**config.mk**
```make
export PLATFORM = sky130hd
export DESIGN_NAME = tsilc_latency
export DESIGN_NICKNAME = d
export VERILOG_FILES = /design/src/shared/tsilc_pkg.sv /design/src/tsilc_slot_scale.sv /design/src/tsilc_latency.sv
export SDC_FILE = /design/constraint.sdc
export NUM_CORES = 1
export LEC_CHECK = 0
export BUFFER_PORTS_ARGS = -buffer_cell sky130_fd_sc_hd__buf_2
export CAP_MARGIN = 20
export CELL_PAD_IN_SITES_DETAIL_PLACEMENT = 0
export CELL_PAD_IN_SITES_GLOBAL_PLACEMENT = 1
export CORE_MARGIN = 2
export CORE_UTILIZATION = 30
export DETAILED_ROUTE_END_ITERATION = 7
export PLACE_DENSITY = 0.62
export SYNTH_ARGS = -nofsm -noshare
export SYNTH_HDL_FRONTEND = slang
export SYNTH_SLANG_ARGS = --single-unit
```
**constraint.sdc**
```tcl
create_clock -name mclk -period 3.9 [get_ports mclk]
set_input_delay 0.195 -clock mclk [delete_from_list [all_inputs] [get_ports mclk]]
set_output_delay 0.195 -clock mclk [all_outputs]
set_load 0.05 [all_outputs]
```
**src/shared/tsilc_pkg.sv**
```systemverilog
// constants and types shared by the latency control block
package tsilc_pkg;
  // frame geometry at the full 8.192 Mbit/s rate
  localparam int          SLOT_W          = 7;
  localparam int          DELTA_W         = 8;
  localparam int          LAT_W           = 9;
  localparam int          CALC_W          = 10;
  localparam int          FRAME_SHIFT     = 7;
  localparam int          STREAM_W_DEF    = 5;

  // latency bases and special-case figures, in full-rate slots
  localparam logic [LAT_W-1:0] LAT_ONE_FRAME   = 9'h080;
  localparam logic [LAT_W-1:0] LAT_TWO_FRAMES  = 9'h100;
  localparam logic [LAT_W-1:0] LAT_PIPE_LONG   = 9'h101;
  localparam logic [LAT_W-1:0] LAT_PIPE_LONGER = 9'h102;
  localparam logic [LAT_W-1:0] LAT_PIPE_SHORT  = 9'h002;

  // slot deltas where the pipeline meets the double buffering
  localparam logic [DELTA_W-1:0] DELTA_P1   = 8'h01;
  localparam logic [DELTA_W-1:0] DELTA_P2   = 8'h02;
  localparam logic [DELTA_W-1:0] DELTA_M126 = 8'h82;
  localparam logic [DELTA_W-1:0] DELTA_M127 = 8'h81;

  // stream rate of a slot index
  typedef enum logic [1:0] {
    TSILC_RATE_8M,
    TSILC_RATE_4M,
    TSILC_RATE_2M
  } tsilc_rate_e;
endpackage

```
**src/tsilc_slot_scale.sv**
```systemverilog
// registered scaling of a slot index to the full-rate slot grid
`timescale 1ns/100ps
module tsilc_slot_scale
  import tsilc_pkg::*;
(
  input  wire logic              mclk,
  input  wire logic              arst_n,
  input  wire tsilc_rate_e       rate,
  input  wire logic [SLOT_W-1:0] slot,
  output logic      [SLOT_W-1:0] slot_full
);
  logic [SLOT_W-1:0] scaled;

  // upper index bits beyond the stream's own slot count are dropped
  assign scaled = (rate == TSILC_RATE_4M) ? {slot[SLOT_W-2:0], 1'b0} :
                  (rate == TSILC_RATE_2M) ? {slot[SLOT_W-3:0], 2'b00} :
                  slot;

  always_ff @(posedge mclk or negedge arst_n) begin
    if (!arst_n) begin
      slot_full <= '0;
    end else begin
      slot_full <= scaled;
    end
  end
endmodule

```
**src/tsilc_latency.sv**
```systemverilog
// connection latency and buffer-select decision for the slot interchanger
`timescale 1ns/100ps
// Function
// - forward with buffer select one gives 128 plus the slot delta.
// - reverse with buffer select zero gives 256 plus the slot delta.
// - forward with buffer select zero gives the slot delta itself.
// - reverse with buffer select one gives 128 plus the slot delta.
// - deltas +1 (select zero) and -127 (select one) give 257 always.
// - deltas +2 (zero) and -126 (one) give 258 if streams go down, else 2.
// - override with global select zero behaves as a per-connection zero.
// - override with global select one gives 128 plus delta for all but the -127 and -126 deltas.
// - under override the global select picks the special cases too.
// - slower stream slot indices are scaled by two or four first.
// - constant delay lands 129 to 256 slots after the source slot.
// - each connection carries its own buffer-select bit.
// - the override bit replaces every per-connection select bit.
// - forward means destination slot above source, deltas are to - from.
module tsilc_latency
  import tsilc_pkg::*;
#(
  parameter int STREAM_W = STREAM_W_DEF
) (
  input  wire logic                mclk,
  input  wire logic                arst_n,
  input  wire logic                req_valid,
  input  wire logic [SLOT_W-1:0]   from_slot,
  input  wire logic [SLOT_W-1:0]   to_slot,
  input  wire tsilc_rate_e         from_rate,
  input  wire tsilc_rate_e         to_rate,
  input  wire logic [STREAM_W-1:0] from_stream,
  input  wire logic [STREAM_W-1:0] to_stream,
  input  wire logic                buffer_select_bit,
  input  wire logic                override_en,
  input  wire logic                global_select,
  output logic                     res_valid,
  output logic      [LAT_W-1:0]    res_latency,
  output logic      [1:0]          res_frame_offset,
  output logic                     res_buffer_select,
  output logic                     res_min_delay,
  output logic                     res_exception,
  output logic                     res_self_loop
);
  logic [SLOT_W-1:0]   src_full;
  logic [SLOT_W-1:0]   dst_full;
  logic                s_valid;
  logic [STREAM_W-1:0] s_from_stream;
  logic [STREAM_W-1:0] s_to_stream;
  logic                s_bs;
  logic                s_ovr;
  logic                s_gsel;

  tsilc_slot_scale u_src_scale (
    .mclk      (mclk),
    .arst_n    (arst_n),
    .rate      (from_rate),
    .slot      (from_slot),
    .slot_full (src_full)
  );

  tsilc_slot_scale u_dst_scale (
    .mclk      (mclk),
    .arst_n    (arst_n),
    .rate      (to_rate),
    .slot      (to_slot),
    .slot_full (dst_full)
  );

  // the per-connection bit travels with its request
  always_ff @(posedge mclk or negedge arst_n) begin
    if (!arst_n) begin
      s_valid       <= 1'b0;
      s_from_stream <= '0;
      s_to_stream   <= '0;
      s_bs          <= 1'b0;
      s_ovr         <= 1'b0;
      s_gsel        <= 1'b0;
    end else begin
      s_valid       <= req_valid;
      s_from_stream <= from_stream;
      s_to_stream   <= to_stream;
      s_bs          <= buffer_select_bit;
      s_ovr         <= override_en;
      s_gsel        <= global_select;
    end
  end

  logic [DELTA_W-1:0] slot_delta;
  logic               forward;
  logic               stream_neg;
  logic               stream_same;
  logic               eff_bs;
  logic [CALC_W-1:0]  d_ext;
  logic               exc_long;
  logic               exc_short;
  logic               is_exc;
  logic [CALC_W-1:0]  lat_base;
  logic [CALC_W-1:0]  lat_lin;
  logic [LAT_W-1:0]   next_latency;
  logic [CALC_W-1:0]  dst_abs;

  assign slot_delta  = DELTA_W'({1'b0, dst_full} - {1'b0, src_full});
  assign forward     = (dst_full > src_full);
  assign stream_neg  = (s_to_stream < s_from_stream);
  assign stream_same = (s_to_stream == s_from_stream);
  assign eff_bs      = s_ovr ? s_gsel : s_bs;
  assign d_ext       = {{(CALC_W-DELTA_W){slot_delta[DELTA_W-1]}},
                        slot_delta};

  // special cases follow the effective select, global or local
  assign exc_long  = (!eff_bs && slot_delta == DELTA_P1) ||
                     (eff_bs && slot_delta == DELTA_M127);
  assign exc_short = (!eff_bs && slot_delta == DELTA_P2) ||
                     (eff_bs && slot_delta == DELTA_M126);
  assign is_exc    = exc_long || exc_short;

  // select one: one frame base in both directions; select zero:
  // no base forward, two frames reverse (zero delta counts as reverse)
  assign lat_base = eff_bs ? CALC_W'(LAT_ONE_FRAME) :
                    forward ? '0 :
                    CALC_W'(LAT_TWO_FRAMES);
  assign lat_lin  = lat_base + d_ext;

  assign next_latency = exc_long ? LAT_PIPE_LONG :
                        exc_short ? (stream_neg ? LAT_PIPE_LONGER :
                                     LAT_PIPE_SHORT) :
                        lat_lin[LAT_W-1:0];
  assign dst_abs = CALC_W'(src_full) + CALC_W'(next_latency);

  always_ff @(posedge mclk or negedge arst_n) begin
    if (!arst_n) begin
      res_valid         <= 1'b0;
      res_latency       <= '0;
      res_frame_offset  <= '0;
      res_buffer_select <= 1'b0;
      res_min_delay     <= 1'b0;
      res_exception     <= 1'b0;
      res_self_loop     <= 1'b0;
    end else begin
      res_valid         <= s_valid;
      res_latency       <= next_latency;
      res_frame_offset  <= dst_abs[FRAME_SHIFT+1:FRAME_SHIFT];
      res_buffer_select <= eff_bs;
      res_min_delay     <= eff_bs ^ forward;
      res_exception     <= is_exc;
      // flagged only: the controller must not ask for this
      res_self_loop     <= (slot_delta == '0) && stream_same;
    end
  end
endmodule

```
==> flow_metrics.tcl, run 1 <==
set metrics [dict create \
    status "finished, final reports clean" \
    wire_length_of_the_first_global_routing_pass_mm 8.10 \
    multi_input_combinational_cell_area_sq_um 1190 \
    routedWlPerCell_microns 12.3 \
    hold_viol_final 0 \
    floorplan.rows 32 \
    path_buf_inv 1 \
    synth_top_cells_by_area "sky130_fd_sc_hd__dfrtp_1 46%, sky130_fd_sc_hd__ha_1 10%, sky130_fd_sc_hd__o21ai_0 4.2%" \
    mostFrequentLayoutCells "49 x sky130_fd_sc_hd__buf_2, 44 x sky130_fd_sc_hd__dfrtp_1, 20 x sky130_fd_sc_hd__inv_1, 20 x sky130_fd_sc_hd__o21ai_0, 20 x sky130_fd_sc_hd__ha_1" \
    worst_path_max_delay_cell "sky130_fd_sc_hd__ha_1" \
    mappedNetlistNets 285 \
    final.hold.worst_slack_ps 9.20 \
    avgViaCountPerCell 4.52 \
    power.density_cell_area_nw_per_um2 480 \
    ir_drop_uv 126 \
    fp.dieH_microns 93.7 \
    worst_pin_slew_ps 935 \
    antenna_cells_inserted 0 \
    area.sequential_sq_um 1100 \
    grt_max_degree 45 \
    worstPathRequired_ps 4060 \
    post_dp_cell_area_sq_um 2750 \
    antenna_left 0 \
    clk_pin_slew_worst_paths_ps 80 \
    cts_root_buffer "sky130_fd_sc_hd__clkbuf_8" \
    overall_power_mw 1.40 \
    cts_resized 0 \
    maximum_buffer_depth_of_the_clock_tree 2 \
    io_buffer_count 49 \
    core_sq_um 7770 \
    post-synth-top-area-fraction_pct 45.7 \
    tritoncts_num_sinks 44 \
    antenna_found_initial 0 \
    path_max_fanout 8 \
    detail_route.wirelength_mm 4.79 \
    vias_in_the_first_global_route 1769 \
    cts_tree "done" \
    max_cap_violations 0 \
    ctsHtreeMaxLevel 2 \
    setup.worst_path.start_class "register" \
    routed_via_count 1759 \
    timing.final.crit_period_ps 3300 \
    critical_path_class "register to register" \
    worstSkewPairLatency_ps 290 \
    finalCritPeriodShare_pct 84.6 \
    worstHoldPathType "primary input to register" \
    synth_to_layout_area_growth_pct 21.3 \
    critical-path-max-stage-delay_ps 430 \
    io-pin-count 50 \
    fillCellCount 804 \
    layoutNonFillerInstCount 389 \
    drt-pass1-iter-count 4 \
    cp_data_arrival_time_ps 3460 \
    die_width_microns 93.7 \
    fp.dieArea_sq_um 8770 \
    detail_route.iter0.violations 50 \
    synthCells 230 \
    groute.usage.overall_pct 11.7 \
    finalInstanceArea_sq_um 2930 \
    grt_overflow 0 \
    postSynthRegisterBits 44 \
    inserted_clock_buffers 5 \
    finalMaxSlewViolations 0 \
    worst_rel_slew_slack_pct 37.7 \
    cp_cell_sequence "inv_1, ha_1, nand3_1, o21bai_1, a31oi_1, nor2_1, ha_1, xnor2_1, xnor2_1, nand3_1, a2111oi_2, a21oi_2, a31oi_1, a221oi_2" \
    power_leakage_nw 1.36 \
    achievable-frequency_mhz 303 \
    sequential_area_share_after_synthesis_pct 45.7 \
    cell_count_after_placement 372 \
    post_synth_num_cell_types 46 \
    syn-cell-area_sq_um 2410 \
    remaining_drc_errors 0 \
    postSynthAreaPerCell_sq_um 10.5 \
    critical_path.endpoint_type "register" \
    setup_total_negative_slack_ps 0 \
    setup_viol_count_final 0 \
    initial_utilization_pct 31.0 \
    layout.cells.most_common "sky130_fd_sc_hd__buf_2" \
    place.gp.congestion 0.788 \
    synth_top_cell_by_area "sky130_fd_sc_hd__dfrtp_1" \
    final_layout_size_suffix_gt1_share_pct 24.7 \
    worst_path_dominant_cell_family "compound AO/OA/AOI/OAI gates" \
    synth-warning-count 0 \
    post_dp_hpwl_mm 3.71 \
    worst_clock_skew_ps 6.47 \
    num-nets-final 342 \
    unrepaired_setup_endpoints_after_global_routing "no" \
]
[per-layer routing]
layer,wire length [microns],share of wire [%],vias to the layer above,global-route usage [%]
met1,2320,48,790,15.8
met2,2200,46,46,19.2
met3,230,4.8,5,2.41
met5,0,0,-,0
met4,45,0.94,0,3.26
li1,-,-,918,-
[state kept, by name (all words and copies together), names as in the netlist, 2 cells and up]
register / cells
s_from_stream: 5
u_src_scale.slot_full: 7
s_to_stream: 5
res_frame_offset: 2
res_latency: 9
u_dst_scale.slot_full: 7
[Yosys cell counts (all sizes together)]
cell	instances
xnor2	5
a41oi	1
and2	5
a31o	1
and3	1
a21oi	8
and2b	1
a22o	2
buf	2
nor3	2
inv	21
dfrtp	44
nand2b	13
clkbuf	7
nand4b	1
nor4b	1
a221oi	1
a2bb2oi	1
nor2b	1
a31oi	3
o311ai	1
a2111oi	1
a211oi	3
o21a	3
nor4	1
fa	1
o221a	1
a21o	1
or2	1
o21ai	23
mux2	2
nand2	4
mux2i	6
ha	20
o21bai	2
xor2	2
nand3	4
nor2	19
nand4	3
o211ai	10
o22ai	1
[final timing paths]
kind / from / to / slack, ps / cells after the start
hold / removal: to_stream[4] / s_to_stream[4] / 9 / 1
setup / recovery: u_src_scale.slot_full[3] / res_frame_offset[1] / 600 / 14
hold reg to reg: s_valid / res_valid / 350 / 0
max in group asynchronous: arst_n / u_dst_scale.slot_full[2] / 3280 / 1
min in group asynchronous: arst_n / s_from_stream[0] / 50 / 1
setup reg to reg: u_src_scale.slot_full[3] / res_frame_offset[1] / 600 / 14
[area by class of cell]
type / count / area share, %
timing repair buffer: 59 / 11.8
inverter: 21 / 2.69
clock inverter: 1 / 0.171
tap: 102 / 4.36
multi-input combinational: 156 / 40.8
clock buffer: 6 / 2.48
sequential: 44 / 37.6
[report_power, final]
group | switching [mW] | leakage [nW] | total [mW] | internal, mW
sequential | 0.0199 | 0.523 | 0.542 | 0.522
combinational | 0.406 | 0.800 | 0.602 | 0.196
clock | 0.139 | 0.0410 | 0.260 | 0.122
total | 0.565 | 1.36 | 1.40 | 0.840
[stage by stage]
| step | util [%] | worst slack, ps |
|---|---|---|
| after detailed placement | 35.4 | 571 |
| after global placement | 35.4 | 638 |
| final | 37.7 | 602 |
| after CTS | 36.8 | 551 |
| after floorplan | - | 836 |
| after global routing | 37.7 | 181 |
[cell families after synthesis]
kind of cell / share of synthesized area (%)
flip-flops: 45.7
AND/OR/NAND/NOR: 13.0
XOR/XNOR: 2.54
buffers and inverters: 4.77
AO/OA/AOI/OAI: 19.3
multiplexers: 3.58
adder cells (fa/ha/maj): 11.2
[what timing repair did]
| action | in CTS | in global routing |
|---|---|---|
| hold buffers | 3 | 7 |
| hold endpoints to repair | 3 | 7 |
| buffers inserted | 0 | 0 |
[worst register-to-register path: cells and delay by family (launching register included)]
kind            cells  cell delay, ps
flops               1             380
compound gates      6            1290
fa+ha+maj           2             640
simple gates        3             400
xor+xnor            2             400
buf+inv             1              60
(Power assumes the default switching activity.)
==> run 2: changes to the inputs <==
==> constraint.sdc (replaced) <==
create_clock -name mclk -period 3.2 [get_ports mclk]
set_input_delay 0.16 -clock mclk [delete_from_list [all_inputs] [get_ports mclk]]
set_output_delay 0.16 -clock mclk [all_outputs]
set_load 0.05 [all_outputs]
==> run 2 against run 1 <==
  * Sequential power is 22% higher
  * Critical path type unchanged
  * Non-clock buffer count is 18 higher
  * Clock-buffer cell count stayed put
  * Final cell count is 4.9% higher
  * Critical endpoint unchanged
==> flow_metrics.tcl, run 2 (same netlist as run 1, synthesis figures left out) <==
set metrics [dict create \
    status "finished, final reports clean" \
    switching_power_mw 0.736 \
    finalInstanceArea_sq_um 3140 \
    worst_pin_slew_ps 949 \
    synth_to_layout_area_growth_pct 30.4 \
    r2r_end "res_frame_offset[1]" \
    power.share.sequential_pct 35.7 \
    antenna_cells_inserted 0 \
    io_buffer_count 49 \
    clk_pin_slew_worst_paths_ps 80 \
    setup.worst_path.start_class "register" \
    finalCritPeriodShare_pct 92.8 \
    detail_route.iter0.violations 45 \
    antenna_found_initial 0 \
    finalMaxSlewViolations 0 \
    final_layout_size_suffix_gt1_share_pct 31.4 \
    fp.dieH_microns 93.7 \
    cellInternalPower_mw 1.11 \
    cp_cell_sequence "inv_1, ha_1, nand3_1, o21bai_1, a31oi_1, nor2_1, ha_1, xnor2_2, xnor2_1, nand3_1, a2111oi_4, a21oi_2, a31oi_2, a221oi_2" \
    power_frac_comb_pct 45.2 \
    post_dp_cell_area_sq_um 2840 \
    crit_path_end "res_frame_offset[1]" \
    maximum_buffer_depth_of_the_clock_tree 2 \
    swShare_pct 39.9 \
    layoutNonFillerInstCount 408 \
    worstPathRequired_ps 3370 \
    avgViaCountPerCell 4.53 \
    grt_max_degree 45 \
    worst_path_dominant_cell_family "compound AO/OA/AOI/OAI gates" \
    timing.final.crit_period_ps 2970 \
    global_route.peak_usage_layer "met2" \
    setup_viol_count_final 0 \
    largest_register "res_latency" \
    global_route.usage.met1_pct 15.2 \
    power_leakage_nw 1.46 \
    logic_depth_of_the_worst_path_buffers_included 14 \
    achievable-frequency_mhz 337 \
    tritoncts_num_sinks 44 \
    worstSkewPairLatency_ps 300 \
    critical_path_class "register to register" \
    groute.usage.overall_pct 12.1 \
    critical-path-max-stage-delay_ps 420 \
    power.density_cell_area_nw_per_um2 587 \
    critical_path.endpoint_type "register" \
    hold_viol_final 0 \
    cts_tree "done" \
    grt_overflow 0 \
    regToRegSetupSlack_ps 230 \
    largest_reg_flops 9 \
    detail_route.wirelength_mm 4.98 \
    remaining_drc_errors 0 \
    post_dp_hpwl_mm 3.85 \
    floorplan.rows 32 \
    worst-r2r-cell-count 14 \
    cell_count_after_placement 384 \
    ctsHtreeMaxLevel 2 \
    worstHoldPathType "primary input to async pin" \
    layout.cells.most_common "sky130_fd_sc_hd__buf_2" \
    drt-pass1-iter-count 4 \
    ir_drop_uv 154 \
    power_frac_clock_pct 19.1 \
    met2_usage_pct 20.6 \
    worst_path_max_delay_cell "sky130_fd_sc_hd__ha_1" \
    grt_use_met3_pct 2.49 \
    io-pin-count 50 \
    core_sq_um 7770 \
    mostFrequentLayoutCells "49 x sky130_fd_sc_hd__buf_2, 44 x sky130_fd_sc_hd__dfrtp_1, 20 x sky130_fd_sc_hd__inv_1" \
    largest_registers "res_latency x9, u_dst_scale.slot_full x7, u_src_scale.slot_full x7" \
    critical_path.startpoint "u_src_scale.slot_full[2]" \
    worst_rel_slew_slack_pct 36.7 \
    max_cap_violations 0 \
    routed_via_count 1850 \
    inserted_clock_buffers 5 \
    fp.dieArea_sq_um 8770 \
    vias_in_the_first_global_route 1915 \
    path_buf_inv 1 \
    cp_data_arrival_time_ps 3140 \
    cts_root_buffer "sky130_fd_sc_hd__clkbuf_8" \
    routedWlPerCell_microns 12.2 \
    die_width_microns 93.7 \
    worst_clock_skew_ps 6.74 \
    antenna_left 0 \
    initial_utilization_pct 31.0 \
    path_max_fanout 5 \
    wire_length_of_the_first_global_routing_pass_mm 8.47 \
    place.gp.congestion 0.806 \
    num-nets-final 360 \
    worst_r2r_startpoint "u_src_scale.slot_full[2]" \
]
## run 2: cell types whose count changed in the layout (fill, tap and decap cells not counted), sizes merged
cell,previous run,this run
buf,49,63
clkinv,1,2
dlygate4sd3,10,14
## run 2: cell type report
class                      instances  area [sq um]
fill                             803          4620
multi-input combinational        156          1250
sequential                        44          1100
timing repair buffer              77           490
tap                              102           128
clock buffer                       6          82.6
inverter                          21          78.8
clock inverter                     2          10.0
## run 2: power by group through the flow
stage	Sequential, mW	Clock (mW)	Combinational, mW
global placement	0.672	0	0.781
floorplan	0.875	0	0.355
finish	0.659	0.352	0.836
CTS	0.661	0.371	0.798
global route	0.669	0.397	0.923
detailed placement	0.672	0	0.782
## run 2: worst reg2reg max path: stages, from the launching register on
cell                        delay (ps)
sky130_fd_sc_hd__dfrtp_1           360
sky130_fd_sc_hd__inv_1              60
sky130_fd_sc_hd__ha_1              420
sky130_fd_sc_hd__nand3_1           130
sky130_fd_sc_hd__o21bai_1          220
sky130_fd_sc_hd__a31oi_1           270
sky130_fd_sc_hd__nor2_1            110
sky130_fd_sc_hd__ha_1              230
sky130_fd_sc_hd__xnor2_2           200
sky130_fd_sc_hd__xnor2_1           140
sky130_fd_sc_hd__nand3_1           130
sky130_fd_sc_hd__a2111oi_4         230
sky130_fd_sc_hd__a21oi_2            80
sky130_fd_sc_hd__a31oi_2           190
sky130_fd_sc_hd__a221oi_2           80
## run 2: worst min path at each step
stage | end | slack [ps]
5_1_grt | s_from_stream[2] | 90
6_report | s_to_stream[3] | 7
2_1_floorplan | res_buffer_select | -140
4_1_cts | s_from_stream[0] | 50
3_3_place_gp | s_ovr | 270
3_5_place_dp | s_bs | 270
## run 2: stage by stage
stage	worst slack [ps]	total power [mW]	TNS [ps]	hold WS [ps]	utilization, %
after global placement	13.5	1.45	0	269	36.5
after global routing	-29.5	1.99	-45.6	89.9	40.5
after detailed placement	-19.6	1.45	-19.6	270	36.5
after CTS	56.5	1.83	0	45.4	39.5
after floorplan	136	1.23	0	-136	-
final	230	1.85	0	6.77	40.5
## run 2: metal layers
layer,share of wire (%),vias to the layer above
li1,-,956
met1,47,839
met2,47,50
met3,5.2,5
met4,1.0,0
met5,0,-
## run 2: timing repair
| item | in CTS | in global routing |
|---|---|---|
| endpoints found under the hold margin | 14 | 0 |
| gates resized for setup | 0 | 12 |
| hold buffers | 14 | 0 |
| endpoints found under the setup margin | 2 | 3 |
| pin swaps | 1 | 3 |
| buffers inserted | 0 | 2 |
